### src/smwc_pkg.sv
package smwc_pkg;

    // ==========================================================
    // Register map, byte offsets
    localparam logic [7:0] OFF_PWR1  = 8'h00;
    localparam logic [7:0] OFF_PWR2  = 8'h04;
    localparam logic [7:0] OFF_WAKE  = 8'h08;
    localparam logic [7:0] OFF_CAUSE = 8'h0c;
    localparam logic [7:0] OFF_CLKO  = 8'h10;

    // ==========================================================
    // Field positions
    localparam int P1_EN   = 0;
    localparam int P1_SE   = 1;
    localparam int P1_RE   = 2;
    localparam int P1_IE   = 3;
    localparam int P1_FLAG = 4;
    localparam int P1_ACK  = 5;
    localparam int P2_LVL  = 0;
    localparam int P2_WSEL = 1;
    localparam int P2_WARN = 2;
    localparam int WK_PER  = 0;
    localparam int WK_IE   = 4;
    localparam int WK_SRC  = 5;
    localparam int WK_ACK  = 6;
    localparam int WK_FLAG = 7;
    localparam int RC_POR  = 0;
    localparam int RC_MON  = 1;
    localparam int CO_EN   = 0;
    localparam int CO_SEL  = 1;
    localparam int CO_SLEW = 4;
    localparam int CO_DRV  = 5;

    // ==========================================================
    // Reset values
    localparam logic RST_MON_EN = 1'b1;
    localparam logic RST_MON_RE = 1'b1;

    // ==========================================================
    // Synchroniser lanes
    localparam int SY_POR  = 0;
    localparam int SY_LOW  = 1;
    localparam int SY_WARN = 2;
    localparam int SY_LKO  = 3;
    localparam int SY_EXT  = 4;

    // ==========================================================
    // Modes, vectors and tables
    localparam logic [1:0] MODE_RUN   = 2'h0;
    localparam logic [1:0] MODE_STOP3 = 2'h1;
    localparam logic [1:0] MODE_STOP2 = 2'h2;
    localparam logic [4:0] VEC_MON    = 5'h03;
    localparam logic [4:0] VEC_WAKE   = 5'h19;
    localparam logic [4:0] VEC_NONE   = 5'h00;

    // Wakeup period in source ticks, index 0 unused
    localparam logic [15:0] WK_TICKS [8] = '{16'h0000, 16'h0008, 16'h0020, 16'h0040,
                                              16'h0080, 16'h0100, 16'h0200, 16'h0400};
    // Clock-out half period in bus clocks, index 0 unused
    localparam logic [7:0]  CO_HALF  [8] = '{8'h00, 8'h01, 8'h02, 8'h04,
                                              8'h08, 8'h10, 8'h20, 8'h40};

    typedef enum logic [1:0] {
        RS_RUN = 2'b00,
        RS_POR = 2'b01,
        RS_LV  = 2'b11
    } smwc_rst_t;

endpackage

### src/smwc_top.sv
`timescale 1ns/100ps
`default_nettype none
module smwc_top
    import smwc_pkg::*;
(
    // Clock and reset
    input  wire logic        mclk_in,
    input  wire logic        reset_in,
    // AHB-Lite slave
    input  wire logic        hsel_in,
    input  wire logic [31:0] haddr_in,
    input  wire logic [1:0]  htrans_in,
    input  wire logic        hwrite_in,
    input  wire logic [2:0]  hsize_in,
    input  wire logic [31:0] hwdata_in,
    input  wire logic        hready_in,
    output logic      [31:0] hrdata_out,
    output logic             hreadyout_out,
    output logic             hresp_out,
    // Analog detectors and clock sources
    input  wire logic        por_detect_in,
    input  wire logic        supply_low_in,
    input  wire logic        supply_warn_in,
    input  wire logic        lko_clk_in,
    input  wire logic        ext_clk_in,
    // Mode control
    input  wire logic [1:0]  stop_mode_in,
    input  wire logic        osc_stop_enable_in,
    input  wire logic        osc_range_in,
    output logic             stop2_allow_out,
    output logic             supply_mon_active_out,
    output logic             supply_mon_level_sel_out,
    output logic             warning_level_sel_out,
    output logic             chip_reset_out,
    // Interrupt requests
    output logic             supply_mon_irq_out,
    output logic             wakeup_irq_out,
    output logic             irq_req_out,
    output logic      [4:0]  irq_vector_out,
    // Shared port pin
    input  wire logic        port_dir_in,
    input  wire logic        port_data_in,
    output logic             shared_port_pin_out,
    output logic             shared_port_pin_oe_n_out,
    output logic             pin_slew_ctrl_out,
    output logic             pin_drive_ctrl_out
);

    // ==========================================================
    // State
    typedef struct packed {
        logic [4:0]  s1;
        logic [4:0]  s2;
        logic [4:0]  s3;
        logic [4:0]  st;
        logic [4:0]  st_p;
        smwc_rst_t   rst;
        logic        mon_en;
        logic        mon_se;
        logic        mon_re;
        logic        mon_ie;
        logic        mon_flag;
        logic        lvl_sel;
        logic        warn_sel;
        logic        por_cause;
        logic        mon_cause;
        logic [2:0]  wk_per;
        logic        wk_ie;
        logic        wk_src;
        logic        wk_flag;
        logic [15:0] wk_cnt;
        logic        co_en;
        logic [2:0]  co_sel;
        logic        slew;
        logic        drive;
        logic [7:0]  co_cnt;
        logic        co_pin;
        logic        pin;
        logic        pin_oe_n;
        logic        ph_wr;
        logic [7:0]  ph_addr;
        logic [31:0] rdata;
    } smwc_state_t;

    smwc_state_t q;
    smwc_state_t d;

    function automatic logic hit(input logic wr, input logic [7:0] a, input logic [7:0] off);
        return wr && (a == off);
    endfunction

    // ==========================================================
    // Derived conditions
    logic       in_stop;
    logic       mon_active;
    logic       lv_detect;
    logic       lv_reset;
    logic [4:0] rise;
    logic       ext_ok;
    logic       wk_tick;
    logic       wk_wrap;
    logic       addr_ok;

    assign in_stop    = stop_mode_in != MODE_RUN;
    assign mon_active = q.mon_en && (!in_stop || q.mon_se);
    assign lv_detect  = mon_active && q.st[SY_LOW];
    assign lv_reset   = lv_detect && q.mon_re;
    assign rise       = q.st & ~q.st_p;
    // External source only in run or a properly configured stop3
    assign ext_ok     = (stop_mode_in == MODE_RUN) ||
                        ((stop_mode_in == MODE_STOP3) && osc_stop_enable_in
                         && !osc_range_in);
    assign wk_tick    = (q.wk_per != 3'h0) &&
                        (q.wk_src ? (rise[SY_EXT] && ext_ok) : rise[SY_LKO]);
    assign wk_wrap    = wk_tick && (q.wk_cnt >= WK_TICKS[q.wk_per] - 16'h0001);
    assign addr_ok    = hsel_in && htrans_in[1] && hready_in;

    // ==========================================================
    // Next state
    always_comb begin
        logic [31:0] rd;
        logic        mon_clr;
        logic        wk_clr;
        rd      = 32'h0000_0000;
        mon_clr = 1'b0;
        wk_clr  = 1'b0;
        d  = q;

        // Three-stage sync; a change counts once stages two and three agree
        d.s1   = {ext_clk_in, lko_clk_in, supply_warn_in, supply_low_in, por_detect_in};
        d.s2   = q.s1;
        d.s3   = q.s2;
        d.st   = (~(q.s2 ^ q.s3) & q.s3) | ((q.s2 ^ q.s3) & q.st);
        d.st_p = q.st;

        // Bus address phase; data phase is the next cycle
        d.ph_wr   = addr_ok && hwrite_in;
        d.ph_addr = haddr_in[7:0];

        // Register writes
        if (hit(q.ph_wr, q.ph_addr, OFF_PWR1)) begin
            d.mon_en = hwdata_in[P1_EN];
            d.mon_se = hwdata_in[P1_SE];
            d.mon_re = hwdata_in[P1_RE];
            d.mon_ie = hwdata_in[P1_IE];
        end
        if (hit(q.ph_wr, q.ph_addr, OFF_PWR2)) begin
            d.lvl_sel  = hwdata_in[P2_LVL];
            d.warn_sel = hwdata_in[P2_WSEL];
        end
        if (hit(q.ph_wr, q.ph_addr, OFF_WAKE)) begin
            d.wk_per = hwdata_in[WK_PER +: 3];
            d.wk_ie  = hwdata_in[WK_IE];
            d.wk_src = hwdata_in[WK_SRC];
        end
        if (hit(q.ph_wr, q.ph_addr, OFF_CLKO)) begin
            d.co_en  = hwdata_in[CO_EN];
            d.co_sel = hwdata_in[CO_SEL +: 3];
            d.slew   = hwdata_in[CO_SLEW];
            d.drive  = hwdata_in[CO_DRV];
        end

        // Monitor flag, set beats acknowledge
        mon_clr    = hit(q.ph_wr, q.ph_addr, OFF_PWR1) && hwdata_in[P1_ACK];
        d.mon_flag = (lv_detect && !q.mon_re) || (q.mon_flag && !mon_clr);

        // Wakeup timer; period zero holds the count cleared
        if (q.wk_per == 3'h0) begin
            d.wk_cnt = 16'h0000;
        end else if (wk_wrap) begin
            d.wk_cnt = 16'h0000;
        end else if (wk_tick) begin
            d.wk_cnt = q.wk_cnt + 16'h0001;
        end
        wk_clr    = hit(q.ph_wr, q.ph_addr, OFF_WAKE) && hwdata_in[WK_ACK];
        d.wk_flag = wk_wrap || (q.wk_flag && !wk_clr);

        // Clock-out divider
        if (!q.co_en || (q.co_sel == 3'h0)) begin
            d.co_cnt = 8'h00;
            d.co_pin = 1'b0;
        end else if (q.co_cnt >= CO_HALF[q.co_sel] - 8'h01) begin
            d.co_cnt = 8'h00;
            d.co_pin = ~q.co_pin;
        end else begin
            d.co_cnt = q.co_cnt + 8'h01;
        end
        d.pin      = q.co_en ? d.co_pin : port_data_in;
        d.pin_oe_n = q.co_en ? 1'b0 : ~port_dir_in;

        // Reset sequencer
        unique case (q.rst)
            RS_RUN: begin
                if (q.st[SY_POR]) begin
                    d.rst       = RS_POR;
                    d.por_cause = 1'b1;
                    d.mon_cause = 1'b1;
                end else if (lv_reset) begin
                    d.rst       = RS_LV;
                    d.por_cause = 1'b0;
                    d.mon_cause = 1'b1;
                end
            end
            RS_POR: begin
                // Level select is forced low here, so the hold ends at the low trip
                if (!q.st[SY_POR]) begin
                    d.rst = RS_LV;
                end
            end
            RS_LV: begin
                if (q.st[SY_POR]) begin
                    d.rst       = RS_POR;
                    d.por_cause = 1'b1;
                    d.mon_cause = 1'b1;
                end else if (!q.st[SY_LOW]) begin
                    d.rst = RS_RUN;
                end
            end
            default: begin
                d.rst = RS_POR;
            end
        endcase

        // Chip reset returns controls to defaults; cause bits survive
        if (q.rst != RS_RUN) begin
            d.mon_en   = RST_MON_EN;
            d.mon_se   = 1'b0;
            d.mon_re   = RST_MON_RE;
            d.mon_ie   = 1'b0;
            d.mon_flag = 1'b0;
            // A low-voltage hold keeps the chosen trip, so release waits for it
            d.lvl_sel  = (q.rst == RS_LV) ? q.lvl_sel : 1'b0;
            d.warn_sel = 1'b0;
            d.wk_per   = 3'h0;
            d.wk_ie    = 1'b0;
            d.wk_src   = 1'b0;
            d.wk_flag  = 1'b0;
            d.co_en    = 1'b0;
            d.co_sel   = 3'h0;
            d.slew     = 1'b0;
            d.drive    = 1'b0;
        end

        // Read data from the updated copy, so a write just before is seen
        unique case (haddr_in[7:0])
            OFF_PWR1: begin
                rd[P1_EN]   = d.mon_en;
                rd[P1_SE]   = d.mon_se;
                rd[P1_RE]   = d.mon_re;
                rd[P1_IE]   = d.mon_ie;
                rd[P1_FLAG] = d.mon_flag;
            end
            OFF_PWR2: begin
                rd[P2_LVL]  = d.lvl_sel;
                rd[P2_WSEL] = d.warn_sel;
                rd[P2_WARN] = q.st[SY_WARN];
            end
            OFF_WAKE: begin
                rd[WK_PER +: 3] = d.wk_per;
                rd[WK_IE]       = d.wk_ie;
                rd[WK_SRC]      = d.wk_src;
                rd[WK_FLAG]     = d.wk_flag;
            end
            OFF_CAUSE: begin
                rd[RC_POR] = d.por_cause;
                rd[RC_MON] = d.mon_cause;
            end
            OFF_CLKO: begin
                rd[CO_EN]       = d.co_en;
                rd[CO_SEL +: 3] = d.co_sel;
                rd[CO_SLEW]     = d.slew;
                rd[CO_DRV]      = d.drive;
            end
            default: begin
                rd = 32'h0000_0000;
            end
        endcase
        if (addr_ok && !hwrite_in) begin
            d.rdata = rd;
        end
    end

    always_ff @(posedge mclk_in or posedge reset_in) begin
        if (reset_in) begin
            q        <= '0;
            q.mon_en <= RST_MON_EN;
            q.mon_re <= RST_MON_RE;
        end else begin
            q <= d;
        end
    end

    // ==========================================================
    // Outputs
    assign hrdata_out               = q.rdata;
    assign hreadyout_out            = 1'b1;
    assign hresp_out                = 1'b0;
    assign stop2_allow_out          = !(q.mon_se && q.mon_en);
    assign supply_mon_active_out    = mon_active;
    assign supply_mon_level_sel_out = q.lvl_sel;
    assign warning_level_sel_out    = q.warn_sel;
    assign chip_reset_out           = q.rst != RS_RUN;
    assign supply_mon_irq_out       = q.mon_flag && q.mon_ie;
    assign wakeup_irq_out           = q.wk_flag && q.wk_ie;
    assign irq_req_out              = supply_mon_irq_out || wakeup_irq_out;
    // Monitor vector number is lower, so it wins
    assign irq_vector_out           = supply_mon_irq_out ? VEC_MON :
                                      (wakeup_irq_out ? VEC_WAKE : VEC_NONE);
    assign shared_port_pin_out      = q.pin;
    assign shared_port_pin_oe_n_out = q.pin_oe_n;
    assign pin_slew_ctrl_out        = q.slew;
    assign pin_drive_ctrl_out       = q.drive;
endmodule
`default_nettype wire

### config.mk
export PLATFORM = sky130hd
export DESIGN_NAME = smwc_top
export DESIGN_NICKNAME = d
export VERILOG_FILES = /design/src/smwc_pkg.sv /design/src/smwc_top.sv
export SDC_FILE = /design/constraint.sdc
export NUM_CORES = 1
export LEC_CHECK = 0
export BUFFER_PORTS_ARGS = -buffer_cell sky130_fd_sc_hd__buf_4
export CORE_UTILIZATION = 42
export CTS_BUF_LIST = sky130_fd_sc_hd__clkbuf_4
export DETAILED_ROUTE_END_ITERATION = 6
export GPL_TIMING_DRIVEN = 0
export PLACE_DENSITY = 0.78
export SYNTH_ARGS = -nofsm -noshare
export SYNTH_HDL_FRONTEND = slang
export SYNTH_SLANG_ARGS = --single-unit
### constraint.sdc
create_clock -name mclk_in -period 4.2 [get_ports mclk_in]
set_input_delay 0 -clock mclk_in [delete_from_list [all_inputs] [get_ports mclk_in]]
set_output_delay 0 -clock mclk_in [all_outputs]
set_load 0.1 [all_outputs]
Yosys cells after proc, flatten, opt, wreduce, memory -nomap -nowiden

Memory sizes are Yosys's and may differ from the RTL's.
Cells that the tools add are included.

Add/sub/neg operators: 4
Order comparisons: 4
Equal/unequal tests: 13
Multiplexer cells: 39
Bitwise operators: 11
Reductions and logical operators: 49

Operators with widths:

| operator                | count |
|---|---|
| $mux W16                | 5 |
| $eq A8 B4 Y1 const B    | 3 |
| $logic_and A1 B1 Y1     | 24 |
| $mux W8                 | 3 |
| $mux W2                 | 9 |
| $mux W6                 | 3 |
| $add A16 B1 Y16 const B | 1 |
| $eq A8 B3 Y1 const B    | 2 |
| $eq A8 B5 Y1 const B    | 2 |
| $ge A16 B16 Y1          | 1 |
| $logic_not A8 Y1        | 2 |
| $sub A16 B1 Y16 const B | 1 |
| $and A5 B5 Y5           | 3 |
| $mux W5                 | 3 |
| $not A5 Y5              | 2 |
| $pmux W2 S5             | 1 |
| $mux W9                 | 1 |
| $add A8 B1 Y8 const B   | 1 |
| $ge A4 B4 Y1 const B    | 2 |
| $ge A8 B8 Y1            | 1 |
| $logic_not A1 Y1        | 8 |
| $not A3 Y4              | 2 |
| $sub A8 B1 Y8 const B   | 1 |
| $mux W7                 | 1 |
| other kinds (20)        | 38 |

Bits in registers: 91
ROM bits: 192
Output and inout bits: 51
Word-level logic and storage cells: 153
Memories kept: 2

Memories:

| name             | depth | bits a word | read ports | clocked after Yosys merged registers in | write ports | RTL line        | text |
|---|---|---|---|---|---|---|---|
| (name not given) | 8     | 16          | 1          | 0                                       | 0           | smwc_top.sv:115 | `assign wk_wrap = wk_tick && (q.wk_cnt >= WK_TICKS[q.wk_per] - 16'h0001);` |
| (name not given) | 8     | 8           | 1          | 0                                       | 0           | smwc_top.sv:182 | `end else if (q.co_cnt >= CO_HALF[q.co_sel] - 8'h01) begin` |

Longest topological paths before layout

Word-level depth: 11
Depth in mapped cells: 15

Worst setup path before layout

Ideal clock, no wire load.

Path kind: flip-flop to output port
From: reg q[84] in the netlist's numbering
To: out irq_vector_out[4]
Arrival time: 2.808 ns
Slack: 1.392 ns
Stages on the path, launching flop included: 4
Cells stage by stage: dfrtp_1 -> and2_1 -> nor2_1 -> buf_4

Cells in the longest elaborated chain, start to end: 2

RTL lines:

| what                   | RTL line        | text |
|---|---|---|
| start, declared        | smwc_top.sv:85  | `smwc_state_t q;` |
| $logic_and A1 B1 Y1    | smwc_top.sv:303 | `assign supply_mon_irq_out = q.mon_flag && q.mon_ie;` |
| net supply_mon_irq_out | smwc_top.sv:36  | `output logic supply_mon_irq_out,` |
| $mux W5                | smwc_top.sv:307 | `assign irq_vector_out = supply_mon_irq_out ? VEC_MON :` |
| end, declared          | smwc_top.sv:39  | `output logic [4:0] irq_vector_out,` |

The timed path passes the listed nets, and every way through them passes these cells.

Worst setup path after layout

From: reg q[79] in the netlist's numbering
To: reg q[69] in the netlist's numbering

Cells in the longest elaborated chain, start to end: 9

RTL lines:

| what                                         | RTL line        | text |
|---|---|---|
| $not A3 Y4 (implied by the code)             | smwc_top.sv:115 |  |
| $mem_v2 Z8 W16                               | --              |  |
| $mux W16 (implied by the code) (2 in series) | smwc_top.sv:115 |  |
| $sub A16 B1 Y16                              | smwc_top.sv:115 |  |
| $ge A16 B16 Y1                               | smwc_top.sv:115 |  |
| $logic_and A1 B1 Y1                          | smwc_top.sv:115 |  |
| $mux W16                                     | smwc_top.sv:170 | `end else if (wk_wrap) begin` |
| $mux W16                                     | smwc_top.sv:168 | `if (q.wk_per == 3'h0) begin` |

Several ways; a longest one is shown, not always the timed one. The select of a mux whose other input is x is not followed.
A chain may end at the register's enable or synchronous reset.

==> metrics.md <==
| Metric | Value |
|---|---|
| Seq/Total Area, Yosys | `44.02%` |
| Failing checks | `design-rule violations` |
| Endpoint class of the critical path | `register` |
| Period utilisation layout | `76.73%` |
| Crit-path slowest cell | `clkbuf_1` |
| Delay of the slowest critical-path stage | `around 0.43 ns` |
| Most used DFF post-synth | `dfrtp_1` |
| # DRC | `10` |
| Overall Power | `around 0.0019 W` |
| CTS tree | `done` |
| Critical Path AT | `3.59 ns` |
| Die H | `roughly 110 um` |
| CP cell instances | `buf_2 > nor2_1 > nand2_1 > ha_1 > nand3b_1 > a21boi_0 > ha_1 > nand4_1 > o21ai_0 > a211oi_2 > o211a_2 > clkbuf_1 > nand3_1 > o311ai_1` |
| Total gr overflow | `0` |
| Min-Delay Path Class | `in2reg` |
| Row cnt | `39` |
| CP delay by family, top | `compound AO/OA/AOI/OAI gates` |
| Minimum clock period | `approximately 3.2 ns` |
| TritonRoute pass-1 iters | `7` |
| Post-detail-place hpwl | `8122 um` |
| Post-CTS Setup Inserts | `0` |
| Status | `finished with violations` |
| CP Buf/Inv Count | `2` |
| Synthesized instance count | `roughly 520` |
| Final max-slew violation count | `0` |
| Post-synth EDFFs | `0` |
| Number of max-cap violations | `0` |
| Top post-synthesis cells by area | `dfrtp_1, ha_1, buf_4, nor2_1, nand2_1` |
| Peak supply drop | `approximately 0.00033 V` |
| H-tree depth | `3` |
| Max Fanout on Critical Path | `10` |
| Mapped Area | `between 5000 and 6000 um2` |
| Routed via count | `slightly above 4000` |
| Total global-route track usage | `approximately a fifth` |
| Routed WL | `11170 um` |
| Synth warn | `0` |
| Asr flop ratio synth | `between 90% and 100%` |
| Initial drt markers | `268` |
| Crit start category | `register` |
| Root buf cell | `clkbuf_4` |
| Reg2Reg Setup Slack | `0.98 ns` |
| Ratio of cells with drive above 1 in the final layout | `a little over a fifth` |
| RSZ-0062 raised after global routing | `false` |
| Synth Area per Inst | `9.650 um2` |
| Achievable Freq | `310.3 MHz` |
| Worst path most repeated cell | `ha_1` |
| Gpl congestion | `between 0.9 and 1` |
| Die Footprint | `about 12000 um2` |
| Top Ports | `136` |
| Max_slew headroom | `~53%` |
| Kind of critical path | `reg2reg` |
| TritonCTS Buffers | `9` |
| Post-synthesis register bit count | `just under 90` |
| Largest register by flop count | `q` |
| CTS clk-pin slew, worst paths | `roughly 0.15 ns` |
| Initial antenna violation count | `0` |
| DRT antenna net count | `0` |
| Largest area contributor in the netlist | `dfrtp_1` |
| Vias/cell | `about 5.3` |
| CTS Buffer Depth | `2` |
| Core Area | `between 10000 and 15000 um2` |
| Nets | `between 700 and 800` |
| Critical Path RT | `between 4 and 5 ns` |
| Pin count of the biggest net entering global routing | `73` |
| Vias in the first global route | `3972` |
| P_leak | `a little over 3 nW` |
| Die X | `roughly 110 um` |
| Clk_skew | `0.01684 ns` |
| CTS sink cnt | `88` |
| # setup viols final | `0` |
| I/O Buffers | `54` |
| First-pass GRT wire length | `between 15000 and 20000 um` |
| Final hold violation count | `0` |
| Worst-Margin Slew | `0.6999 ns` |
| Clk_lat worst skew | `0.45 ns` |
| Yosys cell types | `about 70` |
| Fillers | `~1000` |
| Initial Utilization | `a little over two fifths` |
| P&R area growth vs syn | `22.36%` |
| Fin Setup TNS | `0 ns` |
| Area share of the largest cell type after synthesis | `~43%` |
| Ant diodes | `0` |
| Max reg flops | `60` |
| Routed length per instance | `14.21 um` |
| P per Cell Area | `approximately 320 nW/um2` |
[synth_stat cells, drive strengths merged, types with 7 or more instances]
| library cell | n |
|---|---|
| nand4 | 11 |
| a21oi | 28 |
| nand3 | 24 |
| nor3 | 7 |
| ha | 33 |
| inv | 30 |
| o21ai | 21 |
| buf | 47 |
| dfrtp | 86 |
| nor2 | 52 |
| clkbuf | 8 |
| nand2 | 47 |
| mux2i | 14 |
[stage by stage]
stage / area [um2] / hold WS (ns) / std cells / utilization, % / worst slack [ns]
after CTS: 6128 / 0.06576 / 786 / 53.22 / 1.054
after global routing: 6128 / 0.09439 / 786 / 53.22 / 0.7620
after floorplan: 5106 / 0.03143 / 545 / - / 1.392
after detailed placement: 5720 / -0.04412 / 743 / 49.67 / 1.072
final: 6128 / 0.1092 / 786 / 53.22 / 0.9774
after global placement: 5690 / 0.1106 / 742 / 49.41 / 0.9613
[what timing repair did]
item                      CTS  global route
hold endpoints to repair  125             0
hold buffers               27             0
gates resized for setup     0             0
[report_power, final]
group | leakage, nW | switching [W] | internal [W]
clock network | 0.0680 | 0.000300 | 0.000182
registers | 1.14 | 0.0000249 | 0.000889
logic | 1.82 | 0.000382 | 0.000161
[layer usage]
metal | up-vias | part of all wire (%) | GRT usage (%)
met4 | 0 | 2.1 | 7.117
met2 | 153 | 50 | 32.17
met1 | 1973 | 43 | 22.79
met5 | - | 0 | 0
met3 | 28 | 5.4 | 4.374
li1 | 1997 | - | -
[path summary, 6_finish.rpt]
check | startpoint | end | depth (start not counted)
max in group asynchronous | reset_in | q[88]$_DFF_PP1_ | 5
worst max register to register | q[79]$_DFF_PP0_ | q[69]$_DFFE_PP0P_ | 14
worst min-delay path | hready_in | hrdata_out[4]$_DFFE_PP0P_ | 5
min in group asynchronous | reset_in | q[70]$_DFFE_PP0P_ | 4
worst max-delay path | q[79]$_DFF_PP0_ | q[69]$_DFFE_PP0P_ | 14
worst min register to register | d[108]$_DFF_PP0_ | d[103]$_DFF_PP0_ | 0
[area by class of cell]
type / instances / area [um2] / share of cell area [%]
Multi-Input combinational cell: 372 / 2425 / 39.57
Clock buffer: 9 / 67.56 / 1.102
Sequential cell: 88 / 2205 / 35.97
Clock inverter: 7 / 70.07 / 1.143
Tap cell: 143 / 178.9 / 2.920
Inverter: 30 / 115.1 / 1.878
Buffer: 55 / 364.1 / 5.941
Timing Repair Buffer: 82 / 703.2 / 11.47
[cell families (layout without fill, tap and decap cells)]
group	count (synthesis)	in the layout	share of synthesized area, %
and+or+nand+nor	184	184	19.31
muxes	16	16	3.322
adders and majority gates	38	38	9.243
AOI/OAI and AO/OA	96	96	12.69
buffers and inverters	85	183	9.518
xor gates and xnor gates	10	10	1.749
other	2	28	0.1499
DFF	88	88	44.02
[placed cells by master, fill, tap and decap left out, types with 3 or more instances in the layout]
cell type	count
and2_1	3
maj3_1	5
a21oi_1	27
nand2_1	47
o21a_1	3
nor3_1	6
o21ai_1	5
o311ai_1	3
nand3_1	23
nor2_1	51
nand4_1	10
nand3b_1	3
and3_1	5
clkbuf_4	9
inv_1	28
xnor2_1	4
buf_2	6
o21ai_0	16
a21o_1	6
or4_1	3
o22ai_1	5
conb_1	28
xor2_1	6
nand2b_1	5
buf_4	94
ha_1	33
a211oi_1	3
dlygate4sd3_1	27
mux2i_1	14
nand4b_1	3
dfrtp_1	86
or3_1	5
clkbuf_1	8
[worst min-delay path, stage by stage]
cell,delay [ns]
buf_4,0.11
nand3_1,0.09
nor2_1,0.15
nand2_1,0.10
o31ai_1,0.07
Note: power is estimated with default switching activity, not from simulation.
